<file path="src/chk_cnt_pkg.sv">
// Shared constants for the checker counters and generator gap block
package chk_cnt_pkg;
  // Register bus widths
  localparam int ADDR_W = 16;
  localparam int DATA_W = 16;
  // Register offsets
  localparam logic [15:0] GAP_CFG_OFF = 16'h061b;
  localparam logic [15:0] BYTE_TOT_OFF = 16'h061c;
  localparam logic [15:0] PKT_LO_OFF = 16'h061d;
  localparam logic [15:0] PKT_HI_OFF = 16'h061e;
  localparam logic [15:0] STAT_OFF = 16'h0620;
  localparam logic [15:0] IRQ_STAT_OFF = 16'h0630;
  localparam logic [15:0] IRQ_MASK_OFF = 16'h0631;
  localparam logic [15:0] MODE_OFF = 16'h0632;
  // Counter and field widths
  localparam int GAP_W = 8;
  localparam int BYTE_W = 16;
  localparam int PKT_W = 32;
  localparam int ERR_W = 8;
  localparam int EV_W = 3;
  // Reset values
  localparam logic [7:0] GAP_RST = 8'h7d;
  localparam logic [2:0] MASK_RST = 3'h0;
  localparam logic MODE_RST = 1'b0;
  // Status word bits; a write of SNAP or CLR snapshots the counters, CLR also clears them
  localparam int SNAP_BIT = 0;
  localparam int CLR_BIT = 1;
  localparam int LOCK_BIT = 8;
  localparam int BYTE_OV_BIT = 9;
  localparam int PKT_OV_BIT = 10;
  localparam int BUSY_BIT = 11;
  localparam int DONE_BIT = 12;
  // Mode register bit: 0 single, 1 continuous
  localparam int MODE_BIT = 0;
  // Interrupt event bits
  localparam int EV_BYTE = 0;
  localparam int EV_PKT = 1;
  localparam int EV_LOCK = 2;
endpackage

</file>
<file path="src/sat_wrap_counter.sv">
// Event counter that saturates in single mode and wraps in continuous mode
`timescale 1ns/1ps
`default_nettype none
module sat_wrap_counter #(
  parameter int W = 16
) (
  input wire logic mclk_i,
  input wire logic sys_rst_i,
  input wire logic ce_i,
  input wire logic inc_i,
  input wire logic clear_i,
  input wire logic cont_mode_i,
  output logic [W-1:0] count_o,
  output logic hit_o
);
  typedef struct packed {
    logic [W-1:0] count;
  } cnt_state_t;

  cnt_state_t state;
  cnt_state_t next_state;

  // An increment that meets the top value
  assign hit_o = inc_i && (state.count == {W{1'b1}});
  assign count_o = state.count;

  // Clear beats increment; top value either holds or rolls to zero
  always_comb
  begin
    next_state = state;
    if (clear_i)
    begin
      next_state.count = '0;
    end
    else if (hit_o)
    begin
      if (cont_mode_i)
      begin
        next_state.count = '0;
      end
    end
    else if (inc_i)
    begin
      next_state.count = state.count + 1'b1;
    end
  end

  // State register, frozen while ce_i is low
  always_ff @(posedge mclk_i)
  begin
    if (sys_rst_i)
    begin
      state <= '0;
    end
    else if (ce_i)
    begin
      state <= next_state;
    end
  end
endmodule
`default_nettype wire

</file>
<file path="src/ipg_timer.sv">
// Inter-packet gap timer for the packet generator
`timescale 1ns/1ps
`default_nettype none
module ipg_timer (
  input wire logic mclk_i,
  input wire logic sys_rst_i,
  input wire logic ce_i,
  input wire logic [7:0] gap_len_i,
  input wire logic pkt_end_i,
  input wire logic byte_tick_i,
  output logic gap_active_o
);
  typedef struct packed {
    logic [7:0] remain;
  } gap_state_t;

  gap_state_t state;
  gap_state_t next_state;

  // Generator must hold off while bytes of gap remain
  assign gap_active_o = (state.remain != 8'h00);

  // Load at packet end, count down one per byte time
  always_comb
  begin
    next_state = state;
    if (pkt_end_i)
    begin
      next_state.remain = gap_len_i;
    end
    else if (byte_tick_i && gap_active_o)
    begin
      next_state.remain = state.remain - 8'h01;
    end
  end

  // State register, frozen while ce_i is low
  always_ff @(posedge mclk_i)
  begin
    if (sys_rst_i)
    begin
      state <= '0;
    end
    else if (ce_i)
    begin
      state <= next_state;
    end
  end
endmodule
`default_nettype wire

</file>
<file path="src/chk_counter_top.sv">
// Checker byte and packet counters with snapshot, status word and gap setting
`timescale 1ns/1ps
`default_nettype none
module chk_counter_top (
  input wire logic mclk_i,
  input wire logic sys_rst_i,
  input wire logic ce_i,
  input wire logic [15:0] addr_i,
  input wire logic [15:0] wr_data_i,
  input wire logic wr_i,
  input wire logic rd_i,
  output logic [15:0] rd_data_o,
  input wire logic byte_rx_i,
  input wire logic pkt_rx_i,
  input wire logic bit_err_i,
  input wire logic lock_i,
  input wire logic pkt_done_i,
  input wire logic gen_busy_i,
  input wire logic gen_pkt_end_i,
  input wire logic gen_byte_tick_i,
  output logic gap_active_o,
  output logic wrap_pulse_o,
  output logic irq_o
);
  typedef struct packed {
    logic [7:0] gap_len;
    logic cnt_mode;
    logic [15:0] byte_snap;
    logic [31:0] pkt_snap;
    logic [7:0] err_snap;
    logic byte_ov;
    logic pkt_ov;
    logic lock_prev;
    logic [2:0] irq_stat;
    logic [2:0] irq_mask;
    logic [15:0] rd_data;
    logic wrap_pulse;
  } top_state_t;

  top_state_t state;
  top_state_t next_state;

  logic [15:0] byte_live;
  logic [31:0] pkt_live;
  logic [7:0] err_live;
  logic byte_hit;
  logic pkt_hit;
  logic err_hit;
  logic stat_wr;
  logic snap_wr;
  logic clr_wr;
  logic [2:0] events;

  // Address match for a write or read strobe
  function automatic logic reg_hit(input logic strobe, input logic [15:0] a,
                                   input logic [15:0] off);
    reg_hit = strobe && (a == off);
  endfunction

  // Status word writes: bit 0 snapshots, bit 1 snapshots and clears
  assign stat_wr = reg_hit(wr_i, addr_i, chk_cnt_pkg::STAT_OFF);
  assign snap_wr = stat_wr && (wr_data_i[chk_cnt_pkg::SNAP_BIT] ||
                               wr_data_i[chk_cnt_pkg::CLR_BIT]);
  assign clr_wr = stat_wr && wr_data_i[chk_cnt_pkg::CLR_BIT];

  // Received byte counter
  sat_wrap_counter #(.W(chk_cnt_pkg::BYTE_W)) u_byte_cnt (
    .mclk_i(mclk_i),
    .sys_rst_i(sys_rst_i),
    .ce_i(ce_i),
    .inc_i(byte_rx_i),
    .clear_i(clr_wr),
    .cont_mode_i(state.cnt_mode),
    .count_o(byte_live),
    .hit_o(byte_hit)
  );

  // Received packet counter
  sat_wrap_counter #(.W(chk_cnt_pkg::PKT_W)) u_pkt_cnt (
    .mclk_i(mclk_i),
    .sys_rst_i(sys_rst_i),
    .ce_i(ce_i),
    .inc_i(pkt_rx_i),
    .clear_i(clr_wr),
    .cont_mode_i(state.cnt_mode),
    .count_o(pkt_live),
    .hit_o(pkt_hit)
  );

  // Errored bit counter
  sat_wrap_counter #(.W(chk_cnt_pkg::ERR_W)) u_err_cnt (
    .mclk_i(mclk_i),
    .sys_rst_i(sys_rst_i),
    .ce_i(ce_i),
    .inc_i(bit_err_i),
    .clear_i(clr_wr),
    .cont_mode_i(state.cnt_mode),
    .count_o(err_live),
    .hit_o(err_hit)
  );

  // Generator gap timer
  ipg_timer u_gap (
    .mclk_i(mclk_i),
    .sys_rst_i(sys_rst_i),
    .ce_i(ce_i),
    .gap_len_i(state.gap_len),
    .pkt_end_i(gen_pkt_end_i),
    .byte_tick_i(gen_byte_tick_i),
    .gap_active_o(gap_active_o)
  );

  // Interrupt sources: byte and packet counter overflows and loss of lock
  always_comb
  begin
    events = '0;
    events[chk_cnt_pkg::EV_BYTE] = byte_hit;
    events[chk_cnt_pkg::EV_PKT] = pkt_hit;
    events[chk_cnt_pkg::EV_LOCK] = state.lock_prev && !lock_i;
  end

  // Next state: config writes, snapshots, flags, read data
  always_comb
  begin
    next_state = state;
    next_state.lock_prev = lock_i;
    next_state.rd_data = '0;
    next_state.wrap_pulse = state.cnt_mode && !clr_wr &&
                            (byte_hit || pkt_hit || err_hit);
    if (reg_hit(wr_i, addr_i, chk_cnt_pkg::GAP_CFG_OFF))
    begin
      next_state.gap_len = wr_data_i[7:0];
    end
    if (reg_hit(wr_i, addr_i, chk_cnt_pkg::MODE_OFF))
    begin
      next_state.cnt_mode = wr_data_i[chk_cnt_pkg::MODE_BIT];
    end
    if (reg_hit(wr_i, addr_i, chk_cnt_pkg::IRQ_MASK_OFF))
    begin
      next_state.irq_mask = wr_data_i[2:0];
    end
    // Snapshot takes the live counts before any clear lands
    if (snap_wr)
    begin
      next_state.byte_snap = byte_live;
      next_state.pkt_snap = pkt_live;
      next_state.err_snap = err_live;
    end
    // Overflow flags: clear only by the clearing write, set wins
    if (clr_wr)
    begin
      next_state.byte_ov = 1'b0;
      next_state.pkt_ov = 1'b0;
    end
    if (byte_hit)
    begin
      next_state.byte_ov = 1'b1;
    end
    if (pkt_hit)
    begin
      next_state.pkt_ov = 1'b1;
    end
    // Register reads; unmapped addresses return zero
    if (rd_i)
    begin
      case (addr_i)
        chk_cnt_pkg::GAP_CFG_OFF: next_state.rd_data = {8'h00, state.gap_len};
        chk_cnt_pkg::BYTE_TOT_OFF: next_state.rd_data = state.byte_snap;
        chk_cnt_pkg::PKT_LO_OFF: next_state.rd_data = state.pkt_snap[15:0];
        chk_cnt_pkg::PKT_HI_OFF: next_state.rd_data = state.pkt_snap[31:16];
        chk_cnt_pkg::STAT_OFF:
        begin
          next_state.rd_data[chk_cnt_pkg::DONE_BIT] = pkt_done_i;
          next_state.rd_data[chk_cnt_pkg::BUSY_BIT] = gen_busy_i;
          next_state.rd_data[chk_cnt_pkg::PKT_OV_BIT] = state.pkt_ov;
          next_state.rd_data[chk_cnt_pkg::BYTE_OV_BIT] = state.byte_ov;
          next_state.rd_data[chk_cnt_pkg::LOCK_BIT] = lock_i;
          next_state.rd_data[7:0] = state.err_snap;
        end
        chk_cnt_pkg::IRQ_STAT_OFF: next_state.rd_data = {13'h0000, state.irq_stat};
        chk_cnt_pkg::IRQ_MASK_OFF: next_state.rd_data = {13'h0000, state.irq_mask};
        chk_cnt_pkg::MODE_OFF: next_state.rd_data = {15'h0000, state.cnt_mode};
        default: next_state.rd_data = '0;
      endcase
    end
    // Sticky events clear on a status read; a new event still lands
    if (reg_hit(rd_i, addr_i, chk_cnt_pkg::IRQ_STAT_OFF))
    begin
      next_state.irq_stat = events;
    end
    else
    begin
      next_state.irq_stat = state.irq_stat | events;
    end
  end

  // State register, frozen while ce_i is low
  always_ff @(posedge mclk_i)
  begin
    if (sys_rst_i)
    begin
      state <= '0;
      state.gap_len <= chk_cnt_pkg::GAP_RST;
      state.cnt_mode <= chk_cnt_pkg::MODE_RST;
      state.irq_mask <= chk_cnt_pkg::MASK_RST;
    end
    else if (ce_i)
    begin
      state <= next_state;
    end
  end

  // Outputs
  assign rd_data_o = state.rd_data;
  assign wrap_pulse_o = state.wrap_pulse;
  assign irq_o = |(state.irq_stat & state.irq_mask);
endmodule
`default_nettype wire

</file>
<file path="config.mk">
export PLATFORM = sky130hd
export DESIGN_NAME = chk_counter_top
export DESIGN_NICKNAME = d
export VERILOG_FILES = /design/src/chk_cnt_pkg.sv /design/src/sat_wrap_counter.sv /design/src/ipg_timer.sv /design/src/chk_counter_top.sv
export SDC_FILE = /design/constraint.sdc
export NUM_CORES = 1
export LEC_CHECK = 0
export BUFFER_PORTS_ARGS = -buffer_cell sky130_fd_sc_hd__buf_2
export CAP_MARGIN = 20
export CORE_MARGIN = 10
export CORE_UTILIZATION = 60
export CTS_BUF_LIST = sky130_fd_sc_hd__clkbuf_8
export CTS_CLUSTER_DIAMETER = 200
export CTS_CLUSTER_SIZE = 40
export DETAILED_ROUTE_END_ITERATION = 7
export GPL_ROUTABILITY_DRIVEN = 0
export PLACE_DENSITY = 0.89
export SYNTH_ARGS = -nofsm -noshare
export SYNTH_HDL_FRONTEND = slang
export SYNTH_SLANG_ARGS = --single-unit
export TNS_END_PERCENT = 5
</file>
<file path="constraint.sdc">
create_clock -name mclk_i -period 2.9 [get_ports mclk_i]
set_input_delay 0.58 -clock mclk_i [delete_from_list [all_inputs] [get_ports mclk_i]]
set_output_delay 0.58 -clock mclk_i [all_outputs]
set_load 0.01 [all_outputs]
</file>
==> metrics, run 1 <==
clock power share=0.410; die width=131.5 um; Reg power frac=0.527; Via Count=7632; Rel. slew slack=0.4206; Seq/Total Area, Yosys=0.4159; post-synthesis mux area share=0.02683; area occupied by registers=3103 um2; outcome=finished, violations left; cell accounting for the most synthesized area=dfxtp_1; TritonCTS clock tree=yes; min-delay src=wr_data_i[3]; post-route ant nets=0; share of layout cells above drive strength 1=0.1457; die height=about 130 um; Worst R2R End=u_pkt_cnt.count_o[16]; Synth Cell Area=roughly 7500 um2; switch share=0.2498; wire per inst=18.11 um; worst clock skew=roughly 0.015 ns; Worst R2R Path Depth=7; critical path fanouts, max=8; Final Routed Wirelength=21.44 mm; drt drc=1; Fillers=944; multi-input logic area=3899 um2; Mapped Nets=998; NetSw=1.025 mW; compound-cell area share of the yosys netlist=0.2049; CTS Buf Count=17; post-route setup slack=0.1995 ns; Final Instance Area=8399 um2; initial antenna violation count=0; hold_buf cts=0; Worst Hold Depth=3; RSZ-0062 raised after global routing=false; leak pwr=2.815 nW; Root Driver=clkbuf_8; clock buffer depth=2; WP data arrival=approximately 2.1 ns; Max Cap Viol=0; I/O pins=64; Die Footprint=17290 um2; Worst-path clk slew=0.09 ns; internal power=3.077 mW; period utilization=0.9312; clock latency on the worst-skew pair=0.47 ns; Worst VDD drop=between 0.2 and 0.3 mV; max-slew violation count=0; post-synth top area share=0.4159; CP required=~2.3 ns; Initial DRT Pass Iterations=8; XOR/XNOR share of the synthesized area=0.001174; Hold Crit Class=in -> reg; Placement Cell Area=7980 um2; #FFs+latches synth=155; final net count=1053; number of synthesized flops with an enable pin=0; Avg Synthesized Cell Area=7.870 um2; Clock Sinks=155; Worst-Margin Slew=approximately 0.87 ns; Max H-tree Level=4; postcts setup bufs=0; Power per Cell Area=between 400 and 500 nW/um2; Ant. Diodes=0; port bufs=55; CTS resizes=0; Max Clk Rate=370.3 MHz; Endpoint, Worst Hold=state[86]; setup TNS=0 ns; first-pass GRT wire length=34.91 mm; vias in the first global route=6912; combinational fraction of design power=0.063; flop-to-flop setup slack=roughly 0.3 ns; ys async rst share=0; Top FF cell, synth=dfxtp_1; Adder-Cell Fraction of Synth Area=0.008385; main combinational cell family by area after synthesis=simple AND/OR/NAND/NOR gates; synthesis warning total=0; HPWL after DPL=14.96 mm; Area contributors post-synth=dfxtp_1, nand2_1, a21oi_1, o21ai_0, mux2i_1; violated checks=DRC; pre-CTS WS=-0.005822 ns; GRT Total Usage=0.2394; Initial Util=0.6160; Cell variety after synth=60; CP startpoint kind=register; Cells after Synth=948; largest net degree at the start of global routing=85; Hold Vio Cnt, Final=0; core box area=12110 um2; endpoints failing setup=0; Layout area overhead=12.58%; vias per std cell=6.446; critical path class=reg -> out; min Tclk post-route=2.701 ns; grt ovf=0; Row Count=40; simple-gate area share of the yosys netlist=0.2804; critical path capture point type=primary output; initial DRC count=approximately 1.3k; RR Startpoint=u_pkt_cnt.count_o[20]
-- cell type report --
type                       instances  area share
clock buffer                      20     0.03277
clock inverter                    12     0.01624
inverter                          20    0.008938
multi-input combinational        704      0.4642
sequential                       155      0.3694
tap                              168     0.02503
timing repair buffer             105     0.08342
-- registers in the layout, summed over array words and instances (netlist names) --
signal,cells
state,74
u_pkt_cnt.count_o,32
rd_data_o,16
u_byte_cnt.count_o,16
u_err_cnt.count_o,8
u_gap.state,8
wrap_pulse_o,1
-- metal layers --
layer  vias to the layer above  GRT usage  wire length (um)  share of wire
li1                       3553          -                 -              -
met1                      3555     0.3122              8924           0.42
met2                       455     0.3700              9591           0.45
met3                        69    0.05259              2228           0.10
met4                         0     0.1082               697          0.033
met5                         -          0                 0              0
-- power by group through the flow --
stage / clock network, mW / registers [mW] / logic, mW
6_report: 1.68 / 2.16 / 0.258
2_1_floorplan: 0 / 2.21 / 0.153
3_3_place_gp: 0 / 2.21 / 0.242
4_1_cts: 1.69 / 2.16 / 0.250
3_5_place_dp: 0 / 2.21 / 0.247
5_1_grt: 1.77 / 2.16 / 0.280
-- worst max-delay path by stage --
stage | startpoint | cells past startpoint | slack (ns) | to
2_1_floorplan | addr_i[13] | 7 | 0.20 | state[40]
3_3_place_gp | addr_i[13] | 9 | 0.01 | state[78]
3_5_place_dp | addr_i[13] | 9 | -0.006 | state[78]
4_1_cts | u_gap.state[2] | 4 | 0.22 | gap_active_o
5_1_grt | u_gap.state[2] | 4 | 0.12 | gap_active_o
6_report | u_gap.state[2] | 4 | 0.20 | gap_active_o
-- critical path, cell delays in order, from the launching register on --
cell     delay [ns]
dfxtp_1        0.38
or4_1          0.65
nor3_1         0.25
nand2_1        0.19
buf_2          0.18
-- cells by family (layout without fill, tap and decap cells) --
logic type | count (synthesis) | after routing
xor gates and xnor gates | 1 | 1
DFF | 155 | 155
buffers and inverters | 89 | 157
AOI/OAI and AO/OA | 252 | 252
adders and majority gates | 5 | 5
and+or+nand+nor | 426 | 426
muxes | 20 | 20
-- synth_stat cells (4+ instances only) --
cell type / count
a22oi_1: 14
nand3b_1: 7
a21oi_1: 112
or3_1: 27
a222oi_1: 17
nor3_1: 26
buf_6: 8
inv_1: 20
ha_1: 5
nor2b_1: 4
o41ai_1: 5
clkbuf_1: 35
and4_1: 6
or2_2: 4
o21a_1: 4
a22o_1: 5
nor2_1: 50
nor4_1: 13
nand4_1: 22
mux2i_1: 20
a31oi_1: 6
and3_1: 13
nand3_1: 37
o21ai_1: 5
a221oi_1: 6
dfxtp_1: 155
o21ai_0: 58
buf_2: 6
or4_1: 5
buf_4: 17
nand2_1: 191
-- cell usage in the layout, fill, tap and decap left out, types with 6 or more instances in the layout --
cell      count
a22oi_1      14
nand2_1     191
nand3b_1      7
nor2_1       50
buf_4        46
or3_1        27
nor3_1       26
nand4_1      22
and3_1       13
nand3_1      37
and4_1        6
a222oi_1     17
a21oi_1     112
inv_1        22
mux2i_1      20
a31oi_1       6
clkbuf_8     20
dfxtp_1     155
a221oi_1      6
o21ai_0      58
nor4_1       12
buf_2        55
-- per-stage QoR --
stage	utilization	cells	hold WS, ns	total power [mW]
after floorplan	-	948	0.4263	2.359
after global placement	0.6589	1151	0.4299	2.452
after detailed placement	0.6589	1151	0.4368	2.458
after CTS	0.6929	1183	0.3305	4.096
after global routing	0.6935	1184	0.3362	4.219
final	0.6935	1184	0.3401	4.102
Note: power is estimated with default switching activity, not from simulation.
==> inputs of run 2 (changes only) <==
RECOVER_POWER = 25   (was not set)
==> run 2 against run 1 <==
Net effect:
- the flow finishes with violations (capacitance limit, slew limit)
- total power decreased by 0.20%
- clock-buffer cell count unchanged
- routed wire length increased by 0.24%
- global-route usage unchanged
- core utilization decreased by 0.45 points
- clock skew decreased by 0.0015 ns
- flip-flop and latch count unchanged
- register-to-register slack about the same
- critical path type unchanged
- critical endpoint unchanged
==> metrics, run 2 (synthesized netlist as in run 1, its figures left out) <==
I/O pins=between 60 and 70; clock buffer depth=2; Final Routed Wirelength=21.49 mm; critical path capture point type=primary output; initial DRC count=1409; Overall Power=between 4 and 5 mW; Worst path top cell family by delay=simple AND/OR/NAND/NOR gates; Max H-tree Level=4; Power per Cell Area=490.6 nW/um2; vias in the first global route=just under 7k; commonest non-fill, non-tap cell in the layout=nand2_1; leak pwr=2.701 nW; critical path class=reg -> out; min Tclk post-route=between 2 and 3 ns; post-route ant nets=0; Max Clk Rate=371.3 MHz; CTS resizes=0; initial antenna violation count=0; Worst VDD drop=0.2723 mV; die height=131.5 um; final core utilization=0.6889; Row Count=40; share of layout cells above drive strength 1=0.1181; Hold Vio Cnt, Final=0; period utilization=0.9287; Worst-Margin Slew=1.682 ns; first-pass GRT wire length=between 30 and 40 mm; postcts setup bufs=0; Hold Crit Class=in -> reg; CP max-delay cell=or4_1; Root Driver=clkbuf_8; worst clock skew=0.01325 ns; violated checks=capacitance limit, slew limit; max FFs per register=74; Ant. Diodes=0; clock latency on the worst-skew pair=0.46 ns; Rel. slew slack=-0.1214; Max Cap Viol=1; WP data arrival=2.11 ns; Via Count=7612; TritonCTS clock tree=yes; final net count=roughly 1.1k; Initial DRT Pass Iterations=6; Layout area overhead=11.84%; drt drc=0; vias per std cell=6.429; CP cell instances=or4_1 > nor3_1 > nand2_1 > buf_2; Buf+Inv Stages, Crit Path=1; RSZ-0062 raised after global routing=false; max-slew violation count=85; HPWL after DPL=14.96 mm; hold_buf cts=0; die width=131.5 um; most frequent cells in the layout=nand2_1, dfxtp_1, a21oi_1, o21ai_0, nor2_1; pre-CTS WS=-0.005822 ns; grt ovf=0; CP startpoint kind=register; largest net degree at the start of global routing=85; Most flops, register=state; CP required=2.32 ns; port bufs=between 50 and 60; CTS Buf Count=17; post-route setup slack=0.2069 ns; Die Footprint=17290 um2; wire per inst=18.15 um; Clock Sinks=155; endpoints failing setup=0; critical path fanouts, max=8; core box area=12110 um2; outcome=finished, violations left; GRT Total Usage=0.2394; Initial Util=0.6160; Critical Path Max Stage Delay=roughly 0.65 ns; Worst-path clk slew=0.09 ns
## run 2: cell count changes in the layout (fill, tap and decap cells not counted), sizes merged
| cell | previous run | this run |
|---|---|---|
| buf | 105 | 77 |
| clkbuf | 20 | 48 |
## run 2: power breakdown
part / total [mW] / internal, mW / switching [mW]
clock network: 1.68 / 0.843 / 0.834
logic: 0.255 / 0.0890 / 0.166
registers: 2.16 / 2.14 / 0.0188
## run 2: final timing paths
path	depth (start not counted)	endpoint	startpoint	slack, ns
setup / recovery	4	gap_active_o	u_gap.state[2]	0.21
hold / removal	3	state[86]	wr_data_i[3]	0.34
setup reg to reg	7	u_pkt_cnt.count_o[16]	u_pkt_cnt.count_o[21]	0.29
hold reg to reg	2	rd_data_o[14]	rd_data_o[14]	0.45
## run 2: per-layer routing
layer | GRT usage | vias up | part of all wire
met5 | 0 | - | 0
met4 | 0.1082 | 0 | 0.032
met3 | 0.05259 | 65 | 0.11
met2 | 0.3700 | 444 | 0.45
met1 | 0.3122 | 3549 | 0.41
li1 | - | 3554 | -
## run 2: worst min-delay path, stage by stage
cell     delay, ns
buf_2         0.07
mux2i_1       0.06
nand2_1       0.06
## run 2: area by class of cell
class	count	area, um2
well taps	168	210.2
clock inverters	12	136.4
repair buffers	105	649.4
clock buffers	20	275.3
flip-flops and latches	155	3103
multi-input cells	704	3895
inverters	20	75.07
fillers	967	3767
## run 2: stage by stage
step / TNS, ns / instances / instance area (um2) / hold slack, ns
global placement: 0 / 1151 / 7980 / 0.4299
CTS: 0 / 1183 / 8392 / 0.3305
detailed placement: -0.005822 / 1151 / 7980 / 0.4368
floorplan: 0 / 948 / 7461 / 0.4263
global route: 0 / 1184 / 8344 / 0.3368
finish: 0 / 1184 / 8344 / 0.3408
==> inputs of run 3 (changes only) <==
BUFFER_PORTS_ARGS = not set   (was -buffer_cell sky130_fd_sc_hd__buf_2)
DONT_BUFFER_PORTS = 1   (was not set)
GPL_TIMING_DRIVEN = 0   (was not set)
PLACE_DENSITY = 0.85   (was 0.89)
==> run 3 against run 2 <==
Net effect:
- the run ends with DRC left
- first-iteration DRC count down 13%
- core utilization fell by 1.9 points
- global-route usage grew 1.0 points
- die area unchanged
- clock power increased by 12%
- via count increased by 0.87%
- final cell count is 2.9% lower
- clock skew is 0.0042 ns lower
- register-to-register slack got worse by 0.23 ns
- flip-flop and latch count is the same
- critical endpoint is now u_pkt_cnt.count_o[19]
- largest cell class unchanged
==> metrics, run 3 (synthesized netlist as in run 1, its figures left out) <==
Overall Power=4.263 mW; violated checks=DRC; CP cell instances=clkbuf_1 > and4_1 > nand4_1 > nor4_4 > nor2_1 > clkbuf_2 > a21oi_1 > mux2i_1; Worst-path clk slew=around 0.080 ns; Critical Path Max Stage Delay=0.52 ns; area occupied by registers=3104 um2; Initial Util=0.6160; clock latency on the worst-skew pair=0.47 ns; Most flops, register=state; Worst VDD drop=0.2338 mV; TritonCTS clock tree=yes; HPWL after DPL=roughly 16 mm; drt drc=1; GRT Total Usage=0.2494; Max Cap Viol=0; critical path fanouts, max=10; multi-input logic area=3911 um2; largest net degree at the start of global routing=17; CP required=between 3 and 4 ns; die height=131.5 um; max FFs per register=74; critical path class=reg -> reg; Root Driver=clkbuf_8; Initial DRT Pass Iterations=8; most frequent cells in the layout=nand2_1, dfxtp_1, a21oi_1, o21ai_0, nor2_1; Final Routed Wirelength=22.57 mm; final net count=just over 1k; WP data arrival=~3.2 ns; clock buffer depth=2; Worst-Margin Slew=1.105 ns; wire per inst=slightly below 20 um; port bufs=0; period utilization=0.9777; outcome=finished, violations left; max-slew violation count=0; Final Instance Area=8119 um2; Row Count=40; die width=131.5 um; Die Footprint=17290 um2; CTS Buf Count=17; Hold Crit Class=in -> reg; Clock Sinks=155; Placement Cell Area=approximately 7700 um2; critical path capture point type=register; grt ovf=0; vias per std cell=6.677; vias in the first global route=6734; hold slack=0.2427 ns; I/O pins=64; first-pass GRT wire length=~35 mm; post-route ant nets=0; core box area=12110 um2; min Tclk post-route=2.835 ns; Max H-tree Level=4; Layout area overhead=8.821%; Power per Cell Area=525.1 nW/um2; CP startpoint kind=register; RSZ-0062 raised after global routing=true; Max Clk Rate=352.7 MHz; commonest non-fill, non-tap cell in the layout=nand2_1; endpoints failing setup=0; initial DRC count=1231; Hold Vio Cnt, Final=0; share of layout cells above drive strength 1=0.06925; initial antenna violation count=0; Via Count=7678; Fillers=1039; Rel. slew slack=0.2573; worst clock skew=0.009055 ns; CP max-delay cell=nor4_4; Ant. Diodes=0; leak pwr=2.510 nW
## run 3: final timing paths
check	slack (ns)	cells past startpoint	startpoint	endpoint
max	0.06	8	u_pkt_cnt.count_o[20]	u_pkt_cnt.count_o[19]
min	0.24	2	wr_data_i[5]	state[88]
max reg2reg	0.06	8	u_pkt_cnt.count_o[20]	u_pkt_cnt.count_o[19]
min reg2reg	0.45	2	rd_data_o[14]	rd_data_o[14]
## run 3: repair_timing
action | in CTS | in global routing
buffers inserted | 1 | 3
hold buffers | 0 | 0
pin swaps | 1 | 2
setup endpoints to repair | 35 | 40
resized for setup | 4 | 8
## run 3: report_power, final
group          switching (mW)  internal, mW
clock                   0.822          1.06
sequential             0.0203          2.14
combinational           0.152        0.0637
total                   0.994          3.27
## run 3: final cells by class
| cell class | count | share of cell area |
|---|---|---|
| Multi-Input combinational cell | 704 | 0.4817 |
| Sequential cell | 155 | 0.3823 |
| Buffer | 68 | 0.04068 |
| Clock buffer | 19 | 0.03221 |
| Tap cell | 168 | 0.02589 |
| Clock inverter | 12 | 0.02419 |
| Inverter | 20 | 0.009246 |
| Timing Repair Buffer | 4 | 0.003699 |
## run 3: critical path: cells and delay by family, from the launching register on
family	cells	cell delay (ns)
and+or+nand+nor	4	1.51
buffers and inverters	2	0.58
DFF	1	0.31
AOI/OAI and AO/OA	1	0.22
muxes	1	0.09
## run 3: metrics by stage
| step | cells | util | setup slack (ns) | TNS (ns) |
|---|---|---|---|---|
| 6_report | 1150 | 0.6704 | 0.06472 | 0 |
| 5_1_grt | 1150 | 0.6704 | -0.06038 | -0.5170 |
| 4_1_cts | 1148 | 0.6730 | 0.005386 | 0 |
| 3_5_place_dp | 1116 | 0.6334 | -0.4607 | -10.59 |
| 3_3_place_gp | 1116 | 0.6334 | -0.4282 | -8.557 |
| 2_1_floorplan | 948 | - | 0.2025 | 0 |
## run 3: metal layers
| metal | vias to the layer above | share of wire | track usage |
|---|---|---|---|
| met5 | - | 0 | 0 |
| met4 | 0 | 0.037 | 0.1051 |
| met3 | 74 | 0.13 | 0.05450 |
| met2 | 557 | 0.43 | 0.3747 |
| met1 | 3570 | 0.40 | 0.3374 |
| li1 | 3477 | - | - |
